==> src/ccs_pkg.sv <==
// shared constants, types and helpers for the chain conversion sequencer
`default_nettype none
package ccs_pkg;
  // -------------------------------------------------------------
  // clock and timing
  // -------------------------------------------------------------
  localparam int CLK_MHZ      = 100;
  localparam int ACQ_STEP_NS  = 400;
  localparam int ACQ_STEP_CYC = (ACQ_STEP_NS * CLK_MHZ + 999) / 1000;
  localparam int CONV_TIME_NS = 600;
  localparam int CONV_CYC     = (CONV_TIME_NS * CLK_MHZ + 999) / 1000;
  localparam int HOP_NS       = 100;
  localparam int HOP_CYC      = (HOP_NS * CLK_MHZ + 999) / 1000;
  localparam int SETTLE_US    = 90;
  localparam int SETTLE_CYC   = SETTLE_US * CLK_MHZ;
  localparam int PULSE_CYC    = 4;
  localparam int SCLK_HALF    = 8;
  localparam int MAX_PARTS    = 20;
  // -------------------------------------------------------------
  // control word layout
  // -------------------------------------------------------------
  localparam int WORD_W = 16;
  localparam int F_CHSEL = 14;
  localparam int F_RDBK  = 12;
  localparam int F_CONV  = 11;
  localparam int F_AVG   = 9;
  localparam int F_KEEP  = 7;
  localparam int F_ACQ   = 5;
  localparam int F_LOCAL = 4;
  localparam int F_TERM  = 3;
  localparam int F_XVT   = 0;
  localparam logic [15:0] CTRL_RST = 16'h0000;
  localparam logic [1:0]  SEL_ALL  = 2'h0;
  localparam logic [1:0]  SEL_ODD  = 2'h1;
  localparam logic [1:0]  SEL_VOLT = 2'h2;
  localparam logic [1:0]  SEL_TEST = 2'h3;
  localparam int          NUM_RES  = 13;
  localparam logic [3:0]  BANDGAP_IDX = 4'hC;
  localparam logic [3:0]  NUM_VOLT    = 4'h6;
  // -------------------------------------------------------------
  // host register map (byte offsets)
  // -------------------------------------------------------------
  localparam logic [7:0] REG_WORD = 8'h00;
  localparam logic [7:0] REG_CMD  = 8'h04;
  localparam logic [7:0] REG_STAT = 8'h08;
  localparam logic [7:0] REG_RSP  = 8'h0C;
  localparam logic [7:0] REG_POL  = 8'h10;
  typedef enum logic [1:0] {DS_IDLE = 2'b00, DS_ACQ = 2'b01, DS_CONV = 2'b10,
                            DS_STORE = 2'b11} ccs_dev_st_e;
  typedef enum logic [1:0] {HS_IDLE = 2'b00, HS_FRAME = 2'b01, HS_GAP = 2'b10,
                            HS_PULSE = 2'b11} ccs_host_st_e;
  // conversions per start for a channel selection
  function automatic logic [3:0] ccs_count(input logic [1:0] sel);
    unique case (sel)
      SEL_ALL:  return 4'hC;
      SEL_ODD:  return 4'h9;
      SEL_VOLT: return 4'h6;
      SEL_TEST: return 4'h1;
    endcase
  endfunction
  // result slot of sequence step; voltages first, then selected temps
  function automatic logic [3:0] ccs_chan(input logic [3:0] step, input logic [1:0] sel);
    if (sel == SEL_TEST) return BANDGAP_IDX;
    if (step < NUM_VOLT) return step;
    if (sel == SEL_ODD) return NUM_VOLT + ((step - NUM_VOLT) << 1);
    return step;
  endfunction
endpackage
`default_nettype wire

==> src/ccs_link_if.sv <==
// link wires between the host controller and one monitor part
`timescale 1ns/1ps
`default_nettype none
interface ccs_link_if;
  logic conversion_start_pin_n;
  logic cs_n;
  logic sclk;
  logic mosi;
  logic miso;
  logic chain_up_n;
  modport host (output conversion_start_pin_n, output cs_n, output sclk,
                output mosi, input miso);
  modport dev  (input conversion_start_pin_n, input cs_n, input sclk,
                input mosi, output miso, output chain_up_n);
endinterface
`default_nettype wire

==> src/ccs_device_end.sv <==
// monitor part end: start forwarding, conversion sequencing, spi registers
//
// The implementer's own choices: the register offsets and the APB slave port.
`timescale 1ns/1ps
`default_nettype none
module ccs_device_end
  import ccs_pkg::*;
#(
  parameter int HOP_CYC_P  = HOP_CYC,
  parameter int CONV_CYC_P = CONV_CYC
) (
  input  wire logic       pclk,
  input  wire logic       presetn,
  input  wire logic       ce,
  ccs_link_if.dev         link,
  input  wire logic [11:0] adc_data,
  output logic      [3:0]  adc_channel,
  output logic             adc_hold,
  output logic             conv_busy,
  output logic             conv_done,
  output logic             termination_enable,
  output logic      [1:0]  alert_exclude
);
  // -------------------------------------------------------------
  // pin synchronisation
  // -------------------------------------------------------------
  logic [3:0] pin_lvl;
  logic [3:0] pin_rise;
  logic [3:0] pin_fall;
  ccs_pin_sync #(.W(4)) u_sync (
    .pclk    (pclk),
    .presetn (presetn),
    .ce      (ce),
    .pins    ({link.conversion_start_pin_n, link.cs_n, link.sclk, link.mosi}),
    .rst_val (4'hC),
    .level   (pin_lvl),
    .rise    (pin_rise),
    .fall    (pin_fall)
  );
  wire conversion_start_pin_fall = pin_fall[3];
  wire cs_low     = ~pin_lvl[2];
  wire cs_fall    = pin_fall[2];
  wire cs_rise    = pin_rise[2];
  wire sclk_rise  = pin_rise[1] & cs_low;
  wire sclk_fall  = pin_fall[1] & cs_low;
  wire mosi_lvl   = pin_lvl[0];
  // -------------------------------------------------------------
  // state
  // -------------------------------------------------------------
  logic [15:0] ctrl_r;
  logic [15:0] rx_r;
  logic [15:0] tx_r;
  logic [4:0]  bits_r;
  logic [3:0]  rd_ptr_r;
  logic [15:0] hop_r;
  logic        up_n_r;
  logic [1:0]  sel_run_r;
  logic [1:0]  avg_run_r;
  logic [1:0]  acq_run_r;
  logic [11:0] res_mem [NUM_RES];
  ccs_dev_st_e st_r, st_nxt;
  logic [3:0]  step_r, step_nxt;
  logic [2:0]  rep_r, rep_nxt;
  logic [14:0] acc_r, acc_nxt;
  logic [15:0] tmr_r, tmr_nxt;
  logic        hold_nxt;
  logic        done_nxt;
  logic        store;
  // -------------------------------------------------------------
  // decode of frames and start requests
  // -------------------------------------------------------------
  wire        frame_ok = cs_rise & (bits_r == 5'h10);
  wire        wr_ctrl  = frame_ok & ~rx_r[F_KEEP];
  wire        rd_step  = frame_ok & rx_r[F_KEEP];
  wire        cs_conv  = wr_ctrl & rx_r[F_CONV];
  wire [15:0] cfg_w    = wr_ctrl ? rx_r : ctrl_r;
  wire        start_go = (conversion_start_pin_fall | cs_conv) & (st_r == DS_IDLE);
  // self-test may stay local; everything else is passed up
  wire        fwd      = start_go &
                         ~((cfg_w[F_CHSEL+:2] == SEL_TEST) & cfg_w[F_LOCAL]);
  wire [3:0]  n_conv   = ccs_count(sel_run_r);
  wire [3:0]  cur_ch   = ccs_chan(step_r, sel_run_r);
  wire [2:0]  rep_last = 3'((4'h1 << avg_run_r) - 4'h1);
  wire [15:0] acq_cyc  = 16'((int'(acq_run_r) + 1) * ACQ_STEP_CYC);
  wire [15:0] conv_cyc = 16'(CONV_CYC_P);
  wire [3:0]  rb_cnt   = ccs_count(ctrl_r[F_RDBK+:2]);
  wire [3:0]  rb_ch    = ccs_chan(rd_ptr_r, ctrl_r[F_RDBK+:2]);
  wire [15:0] rb_word  = {rb_ch, res_mem[rb_ch]};
  wire [3:0]  rd_inc   = rd_ptr_r + 4'h1;
  wire [11:0] avg_res  = 12'(acc_r >> avg_run_r);
  wire [15:0] hop_load = 16'(HOP_CYC_P + PULSE_CYC);
  wire        up_act   = (hop_r != 16'h0000) & (hop_r <= 16'(PULSE_CYC));
  // -------------------------------------------------------------
  // conversion sequencer
  // -------------------------------------------------------------
  // first conversion holds at once; later ones acquire first
  always_comb
  begin
    st_nxt   = st_r;
    step_nxt = step_r;
    rep_nxt  = rep_r;
    acc_nxt  = acc_r;
    tmr_nxt  = tmr_r;
    hold_nxt = 1'b0;
    done_nxt = 1'b0;
    store    = 1'b0;
    unique case (st_r)
      DS_IDLE:
      begin
        if (start_go)
        begin
          st_nxt   = DS_CONV;
          step_nxt = 4'h0;
          rep_nxt  = 3'h0;
          acc_nxt  = 15'h0000;
          tmr_nxt  = conv_cyc - 16'h0001;
          hold_nxt = 1'b1;
        end
      end
      DS_ACQ:
      begin
        if (tmr_r == 16'h0000)
        begin
          st_nxt   = DS_CONV;
          tmr_nxt  = conv_cyc - 16'h0001;
          hold_nxt = 1'b1;
        end
        else
          tmr_nxt = tmr_r - 16'h0001;
      end
      DS_CONV:
      begin
        if (tmr_r == 16'h0000)
        begin
          acc_nxt = acc_r + {3'h0, adc_data};
          if (rep_r == rep_last)
            st_nxt = DS_STORE;
          else
          begin
            rep_nxt = rep_r + 3'h1;
            st_nxt  = DS_ACQ;
            tmr_nxt = acq_cyc - 16'h0001;
          end
        end
        else
          tmr_nxt = tmr_r - 16'h0001;
      end
      DS_STORE:
      begin
        store   = 1'b1;
        acc_nxt = 15'h0000;
        rep_nxt = 3'h0;
        if (step_r == n_conv - 4'h1)
        begin
          st_nxt   = DS_IDLE;
          done_nxt = 1'b1;
        end
        else
        begin
          step_nxt = step_r + 4'h1;
          st_nxt   = DS_ACQ;
          tmr_nxt  = acq_cyc - 16'h0001;
        end
      end
    endcase
  end
  // sequencer registers
  always_ff @(posedge pclk or negedge presetn)
  begin
    if (!presetn)
    begin
      st_r      <= DS_IDLE;
      step_r    <= 4'h0;
      rep_r     <= 3'h0;
      acc_r     <= 15'h0000;
      tmr_r     <= 16'h0000;
      adc_hold  <= 1'b0;
      conv_done <= 1'b0;
    end
    else if (ce)
    begin
      st_r      <= st_nxt;
      step_r    <= step_nxt;
      rep_r     <= rep_nxt;
      acc_r     <= acc_nxt;
      tmr_r     <= tmr_nxt;
      adc_hold  <= hold_nxt;
      conv_done <= done_nxt;
    end
  end
  // run settings are latched so a write mid-sequence cannot tear it
  always_ff @(posedge pclk or negedge presetn)
  begin
    if (!presetn)
    begin
      sel_run_r <= SEL_ALL;
      avg_run_r <= 2'h0;
      acq_run_r <= 2'h0;
    end
    else if (ce && start_go)
    begin
      sel_run_r <= cfg_w[F_CHSEL+:2];
      avg_run_r <= cfg_w[F_AVG+:2];
      acq_run_r <= cfg_w[F_ACQ+:2];
    end
  end
  // result slots, one per channel plus the bandgap slot
  always_ff @(posedge pclk or negedge presetn)
  begin
    if (!presetn)
    begin
      for (int i = 0; i < NUM_RES; i++)
        res_mem[i] <= 12'h000;
    end
    else if (ce && store)
      res_mem[cur_ch] <= avg_res;
  end
  // -------------------------------------------------------------
  // start forwarding up the chain
  // -------------------------------------------------------------
  // fixed hop per part, so skew at part n is n hops
  always_ff @(posedge pclk or negedge presetn)
  begin
    if (!presetn)
    begin
      hop_r  <= 16'h0000;
      up_n_r <= 1'b1;
    end
    else if (ce)
    begin
      if (fwd)
        hop_r <= hop_load;
      else if (hop_r != 16'h0000)
        hop_r <= hop_r - 16'h0001;
      up_n_r <= ~up_act;
    end
  end
  // -------------------------------------------------------------
  // serial control and readback
  // -------------------------------------------------------------
  // reset control word gives one conversion per channel
  always_ff @(posedge pclk or negedge presetn)
  begin
    if (!presetn)
    begin
      ctrl_r   <= CTRL_RST;
      rx_r     <= 16'h0000;
      bits_r   <= 5'h00;
      rd_ptr_r <= 4'h0;
    end
    else if (ce)
    begin
      if (cs_fall)
        bits_r <= 5'h00;
      else if (sclk_rise && bits_r != 5'h1F) // saturate so overlong frames are refused
      begin
        rx_r   <= {rx_r[14:0], mosi_lvl};
        bits_r <= bits_r + 5'h01;
      end
      if (wr_ctrl)
      begin
        ctrl_r   <= rx_r;
        rd_ptr_r <= 4'h0;
      end
      else if (rd_step)
        rd_ptr_r <= (rd_inc == rb_cnt) ? 4'h0 : rd_inc;
    end
  end
  // first bit is ready at cs fall; host samples on sclk rise
  always_ff @(posedge pclk or negedge presetn)
  begin
    if (!presetn)
      tx_r <= 16'h0000;
    else if (ce)
    begin
      if (cs_fall)
        tx_r <= rb_word;
      else if (sclk_fall)
        tx_r <= {tx_r[14:0], 1'b0};
    end
  end
  // -------------------------------------------------------------
  // outputs
  // -------------------------------------------------------------
  assign link.miso          = tx_r[15];
  assign link.chain_up_n    = up_n_r;
  assign adc_channel        = cur_ch;
  assign conv_busy          = (st_r != DS_IDLE);
  assign termination_enable = ctrl_r[F_TERM];
  assign alert_exclude      = ctrl_r[F_XVT+:2];
endmodule // ccs_device_end
`default_nettype wire

==> src/ccs_pin_sync.sv <==
// two-flop synchroniser with edge detection for pin inputs
`timescale 1ns/1ps
`default_nettype none
module ccs_pin_sync #(
  parameter int W = 1
) (
  input  wire logic         pclk,
  input  wire logic         presetn,
  input  wire logic         ce,
  input  wire logic [W-1:0] pins,
  input  wire logic [W-1:0] rst_val,
  output logic      [W-1:0] level,
  output logic      [W-1:0] rise,
  output logic      [W-1:0] fall
);
  logic [W-1:0] meta_r;
  logic [W-1:0] prev_r;
  logic [1:0]   fill_r;
  // -------------------------------------------------------------
  // sync chain; meta_r feeds only level
  // -------------------------------------------------------------
  always_ff @(posedge pclk or negedge presetn)
  begin
    if (!presetn)
    begin
      meta_r <= '0;
      level  <= '0;
      prev_r <= '0;
      fill_r <= 2'h0;
    end
    else if (ce)
    begin
      meta_r <= pins;
      level  <= meta_r;
      prev_r <= level;
      if (fill_r != 2'h3)
        fill_r <= fill_r + 2'h1;
    end
  end
  // edges are taken from the settled stage only; idle-high pins show a
  // false rise while the chain refills after reset, so mask it until full
  assign rise = level & ~prev_r & ~(rst_val & {W{fill_r != 2'h3}});
  assign fall = ~level & prev_r;
endmodule // ccs_pin_sync
`default_nettype wire

==> src/flat_wrapper.sv <==
// flat-port wrapper written by rule: the top's interface ports become plain ports
module ccs_device_end_flat import ccs_pkg::*;
#(
  parameter int HOP_CYC_P  = HOP_CYC,
  parameter int CONV_CYC_P = CONV_CYC
)
  (pclk, presetn, ce, adc_data, adc_channel, adc_hold, conv_busy, conv_done, termination_enable, alert_exclude, link_conversion_start_pin_n, link_cs_n, link_sclk, link_mosi, link_miso, link_chain_up_n);
  ccs_link_if link_i ();
  input  wire logic pclk;
  input  wire logic presetn;
  input  wire logic ce;
  input  wire logic [11:0] adc_data;
  output logic      [3:0] adc_channel;
  output logic adc_hold;
  output logic conv_busy;
  output logic conv_done;
  output logic termination_enable;
  output logic      [1:0] alert_exclude;
  input wire logic [$bits(link_i.conversion_start_pin_n)-1:0] link_conversion_start_pin_n;
  input wire logic [$bits(link_i.cs_n)-1:0] link_cs_n;
  input wire logic [$bits(link_i.sclk)-1:0] link_sclk;
  input wire logic [$bits(link_i.mosi)-1:0] link_mosi;
  output wire logic [$bits(link_i.miso)-1:0] link_miso;
  output wire logic [$bits(link_i.chain_up_n)-1:0] link_chain_up_n;
  assign link_i.conversion_start_pin_n = link_conversion_start_pin_n;
  assign link_i.cs_n = link_cs_n;
  assign link_i.sclk = link_sclk;
  assign link_i.mosi = link_mosi;
  assign link_miso = link_i.miso;
  assign link_chain_up_n = link_i.chain_up_n;
  ccs_device_end #(.HOP_CYC_P(HOP_CYC_P), .CONV_CYC_P(CONV_CYC_P)) u_core (.pclk(pclk), .presetn(presetn), .ce(ce), .link(link_i), .adc_data(adc_data), .adc_channel(adc_channel), .adc_hold(adc_hold), .conv_busy(conv_busy), .conv_done(conv_done), .termination_enable(termination_enable), .alert_exclude(alert_exclude));
endmodule
==> config.mk <==
export PLATFORM = sky130hd
export DESIGN_NAME = ccs_device_end_flat
export DESIGN_NICKNAME = d
export VERILOG_FILES = /design/src/ccs_pkg.sv /design/src/ccs_link_if.sv /design/src/ccs_device_end.sv /design/src/ccs_pin_sync.sv /design/src/flat_wrapper.sv
export SDC_FILE = /design/constraint.sdc
export NUM_CORES = 1
export LEC_CHECK = 0
export BUFFER_PORTS_ARGS = -buffer_cell sky130_fd_sc_hd__buf_2
export CAP_MARGIN = 0
export CORE_ASPECT_RATIO = 0.7
export CORE_UTILIZATION = 50
export CTS_CLUSTER_SIZE = 40
export DETAILED_ROUTE_END_ITERATION = 10
export HOLD_SLACK_MARGIN = 0.08
export PLACE_DENSITY = 0.66
export SETUP_SLACK_MARGIN = 0.2
export SYNTH_ARGS = -nofsm -noshare
export SYNTH_HDL_FRONTEND = slang
export SYNTH_HIERARCHICAL = 1
export SYNTH_SLANG_ARGS = --single-unit
export TNS_END_PERCENT = 100
==> constraint.sdc <==
create_clock -name pclk -period 2.8 [get_ports pclk]
set_input_delay 0.42 -clock pclk [delete_from_list [all_inputs] [get_ports pclk]]
set_output_delay 0.42 -clock pclk [all_outputs]
set_load 0.005 [all_outputs]
==> results of run 1 <==
==> sequential cells by signal, summed over array words and instances, names as in the netlist, 3 cells and up <==
name and flops:
u_core/tx_r 16, u_core/step_r 4, u_core/u_sync/level 4, u_core/u_sync/prev_r 3, u_core/ctrl_r 12, u_core/u_sync/meta_r 4
u_core/acc_r 15, u_core/rd_ptr_r 4, u_core/tmr_r 16, u_core/hop_r 16, u_core/rep_r 3, u_core/rx_r 16
u_core/bits_r 5, u_core/res_mem 156
==> timing repair <==
| action | 4_1_cts | 5_1_grt |
|---|---|---|
| hold buffers | 5 | 0 |
| buffers inserted | 0 | 8 |
| pin swaps | 1 | 4 |
| endpoints found under the hold margin | 70 | 0 |
| resized for setup | 3 | 26 |
| setup endpoints to repair | 4 | 55 |
==> final timing paths <==
kind | start | to | slack (ns) | depth (start not counted)
setup / recovery | u_core/step_r[1] | adc_channel[3] | 0.27 | 5
hold / removal | adc_data[0] | u_core/acc_r[0] | 0.27 | 4
setup reg to reg | u_core/rd_ptr_r[2] | u_core/tx_r[10] | 0.29 | 6
hold reg to reg | u_core/rx_r[8] | u_core/rx_r[9] | 0.47 | 2
max in group asynchronous | presetn | u_core/tmr_r[1] | 1.56 | 3
min in group asynchronous | presetn | u_core/res_mem[148] | 0.41 | 2
==> cells in the final DEF (no fill, tap or decap), types with 7 or more instances in the layout <==
cell type,count
sky130_fd_sc_hd__or3_1,8
sky130_fd_sc_hd__nand3_1,74
sky130_fd_sc_hd__a221oi_1,15
sky130_fd_sc_hd__mux4_2,12
sky130_fd_sc_hd__nand2b_1,8
sky130_fd_sc_hd__xor2_1,14
sky130_fd_sc_hd__nor3b_1,9
sky130_fd_sc_hd__ha_1,36
sky130_fd_sc_hd__a31oi_1,31
sky130_fd_sc_hd__a21o_1,14
sky130_fd_sc_hd__clkbuf_16,28
sky130_fd_sc_hd__nor3_1,14
sky130_fd_sc_hd__nor2b_1,13
sky130_fd_sc_hd__xnor2_1,18
sky130_fd_sc_hd__nand4_1,10
sky130_fd_sc_hd__a22o_1,14
sky130_fd_sc_hd__o21ai_0,40
sky130_fd_sc_hd__a21oi_1,48
sky130_fd_sc_hd__nor2_1,66
sky130_fd_sc_hd__o211ai_1,7
sky130_fd_sc_hd__dfrtp_1,283
sky130_fd_sc_hd__buf_2,29
sky130_fd_sc_hd__and2_1,14
sky130_fd_sc_hd__mux2_2,179
sky130_fd_sc_hd__o31ai_1,17
sky130_fd_sc_hd__buf_4,64
sky130_fd_sc_hd__nor4_1,10
sky130_fd_sc_hd__inv_1,23
sky130_fd_sc_hd__mux2i_1,34
sky130_fd_sc_hd__clkinv_2,7
sky130_fd_sc_hd__a211oi_1,12
sky130_fd_sc_hd__and3_1,8
sky130_fd_sc_hd__nand2_1,203
==> worst reg2reg max path, stage by stage (launching register included) <==
cell                        delay, ns
sky130_fd_sc_hd__dfrtp_1         0.48
sky130_fd_sc_hd__or4b_1          0.64
sky130_fd_sc_hd__o311ai_4        0.24
sky130_fd_sc_hd__buf_4           0.39
sky130_fd_sc_hd__mux2i_1         0.35
sky130_fd_sc_hd__a2bb2oi_1       0.15
sky130_fd_sc_hd__a31oi_1         0.18
==> metrics by stage <==
step                      area, um2   util  power (W)  hold slack [ns]  instances
after floorplan               15200      -    0.00918            0.124       1435
after global placement        16000  0.535     0.0105            0.445       1851
after detailed placement      16000  0.535     0.0106            0.446       1851
after CTS                     17100  0.570     0.0147            0.259       1907
after global routing          17300  0.576     0.0158            0.279       1915
final                         17300  0.576     0.0149            0.269       1916
==> area by class of cell <==
class                   instances  area share
multi-input cells            1034       0.444
flip-flops and latches        287       0.416
repair buffers                105      0.0464
clock buffers                  37      0.0460
well taps                     412      0.0298
clock inverters                14      0.0117
inverters                      26     0.00565
diodes                          1    0.000145
==> layer usage <==
layer | GRT usage | vias up
met5 | 0 | -
met4 | 0.0424 | 0
met3 | 0.0442 | 40
met2 | 0.350 | 339
met1 | 0.402 | 5745
li1 | - | 5315
==> report_power, final <==
part           leakage [nW]  internal (W)  switching (W)  total [W]
combinational          3.62       0.00211        0.00278    0.00489
sequential             3.85       0.00507       0.000854    0.00593
clock                 0.491       0.00237        0.00170    0.00408
==> results.md, run 1 <==
- Once detailed placement completed, the half-perimeter wirelength came to between 20,000 and 30,000 um.
- Walking the worst path, the cells encountered are ha_1 -> xor2_1 -> a31oi_1 -> buf_4 -> buf_2.
- The path class of the tightest hold or removal check is input pin to flop.
- The arrival time of data at the critical path endpoint is about 2.1 ns.
- The hold violation total from the final report is 0.
- The power density over cell area is 862 mW/mm2.
- Along the worst path, the maximum fanout reaches 9.
- The first global-routing pass estimated approximately 62,000 um of wire.
- The number of fill cells in the layout is about 2,600.
- The starting utilization of the core area is 0.508.
- For the pin with the worst max-slew slack, the measured transition is ~1.2 ns.
- The clock passes through at most 3 buffers.
- The minimum period implied by the final worst setup slack is between 2 and 3 ns.
- In this run the static leakage power is 7.97 nW.
- The largest incremental delay on the critical path is 0.47 ns.
- The CTS tree is yes.
- The clock transition at the registers of the reported paths is 0.07 ns.
- The total vias in the final route is ~11,000.
- Entering global routing, the biggest net connects between 70 and 80 pins.
- Across the whole layout, storage elements account for around 0.007 mm2.
- The via count of the first global-routing pass is ~11,000.
- The average size of a mapped cell is 10.6 um2.
- The worst-case clock skew is 0.0430 ns.
- Summed over all failing endpoints, the final setup total negative slack is 0 ns.
- The floorplan core area is roughly 0.03 mm2.
- The worst setup path is captured at a primary output.
- The maximum ir drop on the vdd rail is 0.480 mV.
- In the final layout, the multi-input gates occupy between 0.007 and 0.008 mm2.
- The number of buffers inserted during clock tree synthesis is 28.
- Clock latency on the worst-skew pair, taken at its later pin, is 0.60 ns.
- The final wirelength is approximately 38,000 um.
- The yosys synthesis warning count is 6.
- In this run the horizontal extent of the chip is between 200 and 250 um.
- At the placement stage, the worst setup path has a slack of between 0.2 and 0.25 ns.
- Setup repair after global routing could not meet its margin everywhere.
- STA classifies the critical path startpoint as a flop.
- The flow ran to the end, and the final reports show no timing, DRC or antenna violations.
- Counting every instance in the synthesized netlist gives 1,435.
- The number of design rule violations left after detail routing is 0.
- The initial antenna violation count is 0.
- When the netlist entered floorplanning its net count stood at 1,491.
- Setup violations remaining at the end of the flow were counted as 0.
- The number of iterations in the first detailed-routing pass is 5.
- The cell sitting at the root of the clock tree is a sky130_fd_sc_hd__clkbuf_16.
- The area of the die is between 0.03 and 0.04 mm2.
- Grouping stages by cell kind, the critical path spends the most delay in flip-flops.
- After detailed routing, no signal wire sits above met4.
- In this run the number of H-tree levels came out at 1.
- The maximum achievable frequency is ~400 MHz.
- The layout net count is about 1,500.
- The fraction of final layout cells sized beyond drive strength 1 is 0.256.
- After detailed routing, the average wire length per cell comes to between 15 and 20 um.
- Compared with the post-synthesis result, the final layout area differs by 13.5%.
- In the global route stage, overall resource usage came out at 0.250.
- Dividing the final minimum period by the clock period gives 0.904.
- After layout, the worst setup slack is 0.269 ns.
- The count of buffers added on input and output ports is 30.
- The final-report max-slew violation count is 0.
- The critical path contains buffers and inverters numbering 2 combined.
- The wire length on met2 is roughly 16,000 um.
- The number of primary I/O pins is 31.
- After detailed routing, the number of vias per cell comes to roughly 6.
- Measured against its own limit, the worst slew margin works out to 0.198.
- The combined area of all synthesized cells is 0.0152 mm2.
- The critical path in this run is classified as flop to primary output.
- Data on the critical path is required at its endpoint by around 2.4 ns.
- The length of routed wiring on met1 is about 19,000 um.
- The number of nets with antenna violations after detailed routing is 0.
- At the end of routability-driven placement, the weighted congestion stood at 0.933.
- The first routing iteration left 1,097 violations.
- The vertical die dimension is 148 um.
- The floorplan has 53 rows.
- The cell with the largest stage delay on the worst path is sky130_fd_sc_hd__dfrtp_2.
- Clock tree synthesis found a total of 287 sinks.
- The number of max-cap violations is 0.
- The total length of routed met3 wires is around 2700 um.
- For this run the aggregate overflow at the end of global routing stands at 0.
No activity file was read; power rests on OpenSTA's default activity.
==> run 2, diff against run 1 <==
Settings changed: RECOVER_POWER from default to 25.
==> results.md, run 2 (synthesis results as in run 1) <==
- The floorplan core area is 0.0300 mm2 (unchanged).
- The total vias in the final route came to 11,471 (+0.28%).
- The required time of the worst setup path came to 2.38 ns (about the same).
- The total congestion overflow after global routing is 0 (unchanged).
- The power density over cell area is 864 mW/mm2 (+0.13%).
- The part of the total power dissipated in combinational logic is 0.329 (about the same).
- The leakage power total is 7.96 nW (-0.16%).
- The via count of the first global-routing pass came to 10,876 (unchanged).
- The highest fanout seen on the critical path is 9 (unchanged).
- The via-per-instance ratio is 5.99 (+0.28%).
- The post-route non-filler standard cell count is 1,916 (unchanged).
- The number of design rule violations left after detail routing is 0 (unchanged).
- The commonest non-fill, non-tap cell in the layout is sky130_fd_sc_hd__dfrtp_1.
- The top cell types in the final layout, fill and taps aside, are sky130_fd_sc_hd__dfrtp_1 (283), sky130_fd_sc_hd__nand2_1 (203), sky130_fd_sc_hd__mux2_2 (179), sky130_fd_sc_hd__nand3_1 (74), sky130_fd_sc_hd__nor2_1 (66).
- The critical path endpoint category is a primary output.
- The worst register-to-register path begins at u_core/rd_ptr_r[2].
- The minimum period implied by the final worst setup slack is 2.55 ns (+0.0169 ns).
- The run finished, with violations left.
- The final period utilization came to 0.910 (+0.00604).
- The cell-internal power is 0.00956 W (about the same).
- The arrival time of data at the critical path endpoint is 2.13 ns (+0.02 ns).
- The detailed router's first-iteration violation count came to 1,059 (-3.5%).
- The initial antenna violation count is 0 (unchanged).
- The number of flip-flops in the largest register came to 156 (unchanged).
- The number of port buffers came to 30 (unchanged).
- The total power of the final layout is 0.0149 W (about the same).
- The remaining max-slew budget at the tightest pin is -0.309 (-0.507).
- The all-layer global routing usage is 0.250 (unchanged).
- The area of the die is 0.0311 mm2 (unchanged).
- The number of buffers inserted during clock tree synthesis is 28 (unchanged).
- The die outline width is 210 um (unchanged).
- The number of clock sinks is 287 (unchanged).
- The count of placed standard cells including taps came to 1,851 (unchanged).
- The worst setup slack for register-to-register paths is 0.29 ns (about the same).
- The fraction of final layout cells sized beyond drive strength 1 is 0.255 (-0.00133).
- The number of primary I/O pins came to 31 (unchanged).
- The final routed wire length divided by cell count came to 19.9 um (+0.43%).
- The total negative setup slack was 0 ns (unchanged).
- In this run the worst hold path is classified as input pin to flop.
- The CTS tree is yes.
- The clock share of power is 0.273 (about the same).
- The final-report max-slew violation count is 70 (+70).
- In this run the most critical hold path is launched from adc_data[0].
- The site row count came to 53 (unchanged).
- The register name with the most flops is u_core/res_mem.
- The path with the worst hold slack has its endpoint at u_core/acc_r[0].
- The worst-case clock skew came to 0.0407 ns (-0.00229 ns).
- The sequential share of power is 0.398 (about the same).
- The later-pin clock latency in the skew report is 0.60 ns (about the same).
- The number of levels in the clock H-tree is 1 (unchanged).
- The maximum achievable frequency came to 393 MHz (-0.66%).
- The maximum ir drop on the vdd rail is 0.479 mV (-0.12%).
- The number of max-cap violations was 1 (+1).
- The reg-to-reg critical path endpoint is u_core/tx_r[10].
- The number of iterations in the first detailed-routing pass came to 5 (unchanged).
- In this run the clock root is driven by a sky130_fd_sc_hd__clkbuf_16.
- The area growth from synthesis to layout is 13.4%.
- The switching power summed over all nets was 0.00534 W (about the same).
- The maximum number of pins on one net before global-route repair is 72 (unchanged).
- The transition time at the pin with the least slew margin was 1.96 ns (+0.768 ns).
- The half-perimeter wire length after placement is 26,100 um (unchanged).
- The vertical die dimension is 148 um (unchanged).
- The setup violation total in the final timing report is 0 (unchanged).
- The deepest clock path buffer count is 3 (unchanged).
- The number of nets with antenna violations after detailed routing is 0 (unchanged).
- The post-layout utilization of the core was 0.575 (-0.000793).
- The checks that failed: max-capacitance violations, max-slew violations.
- The switching portion of total power is 0.358 (about the same).
- The last weighted congestion value of the routability-driven placer is 0.933 (unchanged).
- Setup repair after global routing could not meet its margin everywhere.
- The path type of the worst setup path is flop to primary output.
- The clock transition at the registers of the reported paths is 0.07 ns (about the same).
- The hold violation total from the final report came to 0 (unchanged).
- The global-route wire length before repair is 61,600 um (unchanged).
- The cell count of the worst reg-to-reg path is 6 (unchanged).
- The number of fill cells in the layout is 2,588 (+0.27%).
- The layout net count is 1,538 (unchanged).
- The starting utilization of the core area is 0.508 (unchanged).
- The worst setup path is launched from a flop.
- The hold-critical path depth is 4 (unchanged).
- The final wirelength is 38,100 um (+0.43%).
-- run 2: what timing repair did --
item | CTS | global route
hold buffers | 5 | 0
endpoints found under the setup margin | 4 | 55
buffers inserted | 0 | 8
resized for setup | 3 | 26
pin swaps | 1 | 4
endpoints found under the hold margin | 70 | 0
-- run 2: worst max-delay path by stage --
| stage | depth (start not counted) | slack [ns] | startpoint | to |
|---|---|---|---|---|
| after global routing | 3 | 0.09 | presetn | u_core/ctrl_r[13] |
| after CTS | 5 | 0.20 | u_core/step_r[1] | adc_channel[2] |
| final | 5 | 0.25 | u_core/step_r[1] | adc_channel[3] |
| after global placement | 6 | 0.23 | u_core/ctrl_r[13] | u_core/tx_r[1] |
| after floorplan | 7 | 0.36 | u_core/step_r[1] | u_core/res_mem[49] |
| after detailed placement | 6 | 0.22 | u_core/ctrl_r[13] | u_core/tx_r[1] |
-- run 2: critical path, cell delays in order, from the launching register on --
cell and delay [ns]:
sky130_fd_sc_hd__dfrtp_2 0.47, sky130_fd_sc_hd__ha_1 0.33, sky130_fd_sc_hd__xor2_1 0.16, sky130_fd_sc_hd__a31oi_1 0.24
sky130_fd_sc_hd__buf_4 0.19, sky130_fd_sc_hd__buf_2 0.14
-- run 2: area by class of cell --
type,count,area (um2),share of cell area
inverter,26,97.6,0.00566
multi-input combinational,1034,7670,0.445
tap,412,515,0.0299
sequential,287,7190,0.417
timing repair buffer,105,778,0.0451
antenna,1,2.50,0.000145
clock inverter,14,201,0.0117
clock buffer,37,795,0.0461
-- run 2: metrics by stage --
step           hold WS [ns]  worst slack (ns)  instance area [um2]
6_report              0.274             0.252                17200
5_1_grt               0.279            0.0877                17200
4_1_cts               0.259             0.201                17100
3_5_place_dp          0.446             0.219                16000
3_3_place_gp          0.445             0.230                16000
2_1_floorplan         0.124             0.362                15200
-- run 2: metal layers --
metal,track usage,share of wire
met1,0.402,0.51
met2,0.350,0.41
met3,0.0442,0.071
met5,0,0
met4,0.0424,0.014
-- run 2: power groups by stage --
stage          Sequential (W)  Combinational (W)  Clock [W]
3_3_place_gp          0.00592            0.00455          0
6_report              0.00593            0.00490    0.00407
5_1_grt               0.00605            0.00540    0.00431
4_1_cts               0.00591            0.00469    0.00415
3_5_place_dp          0.00596            0.00466          0
2_1_floorplan         0.00567            0.00351          0
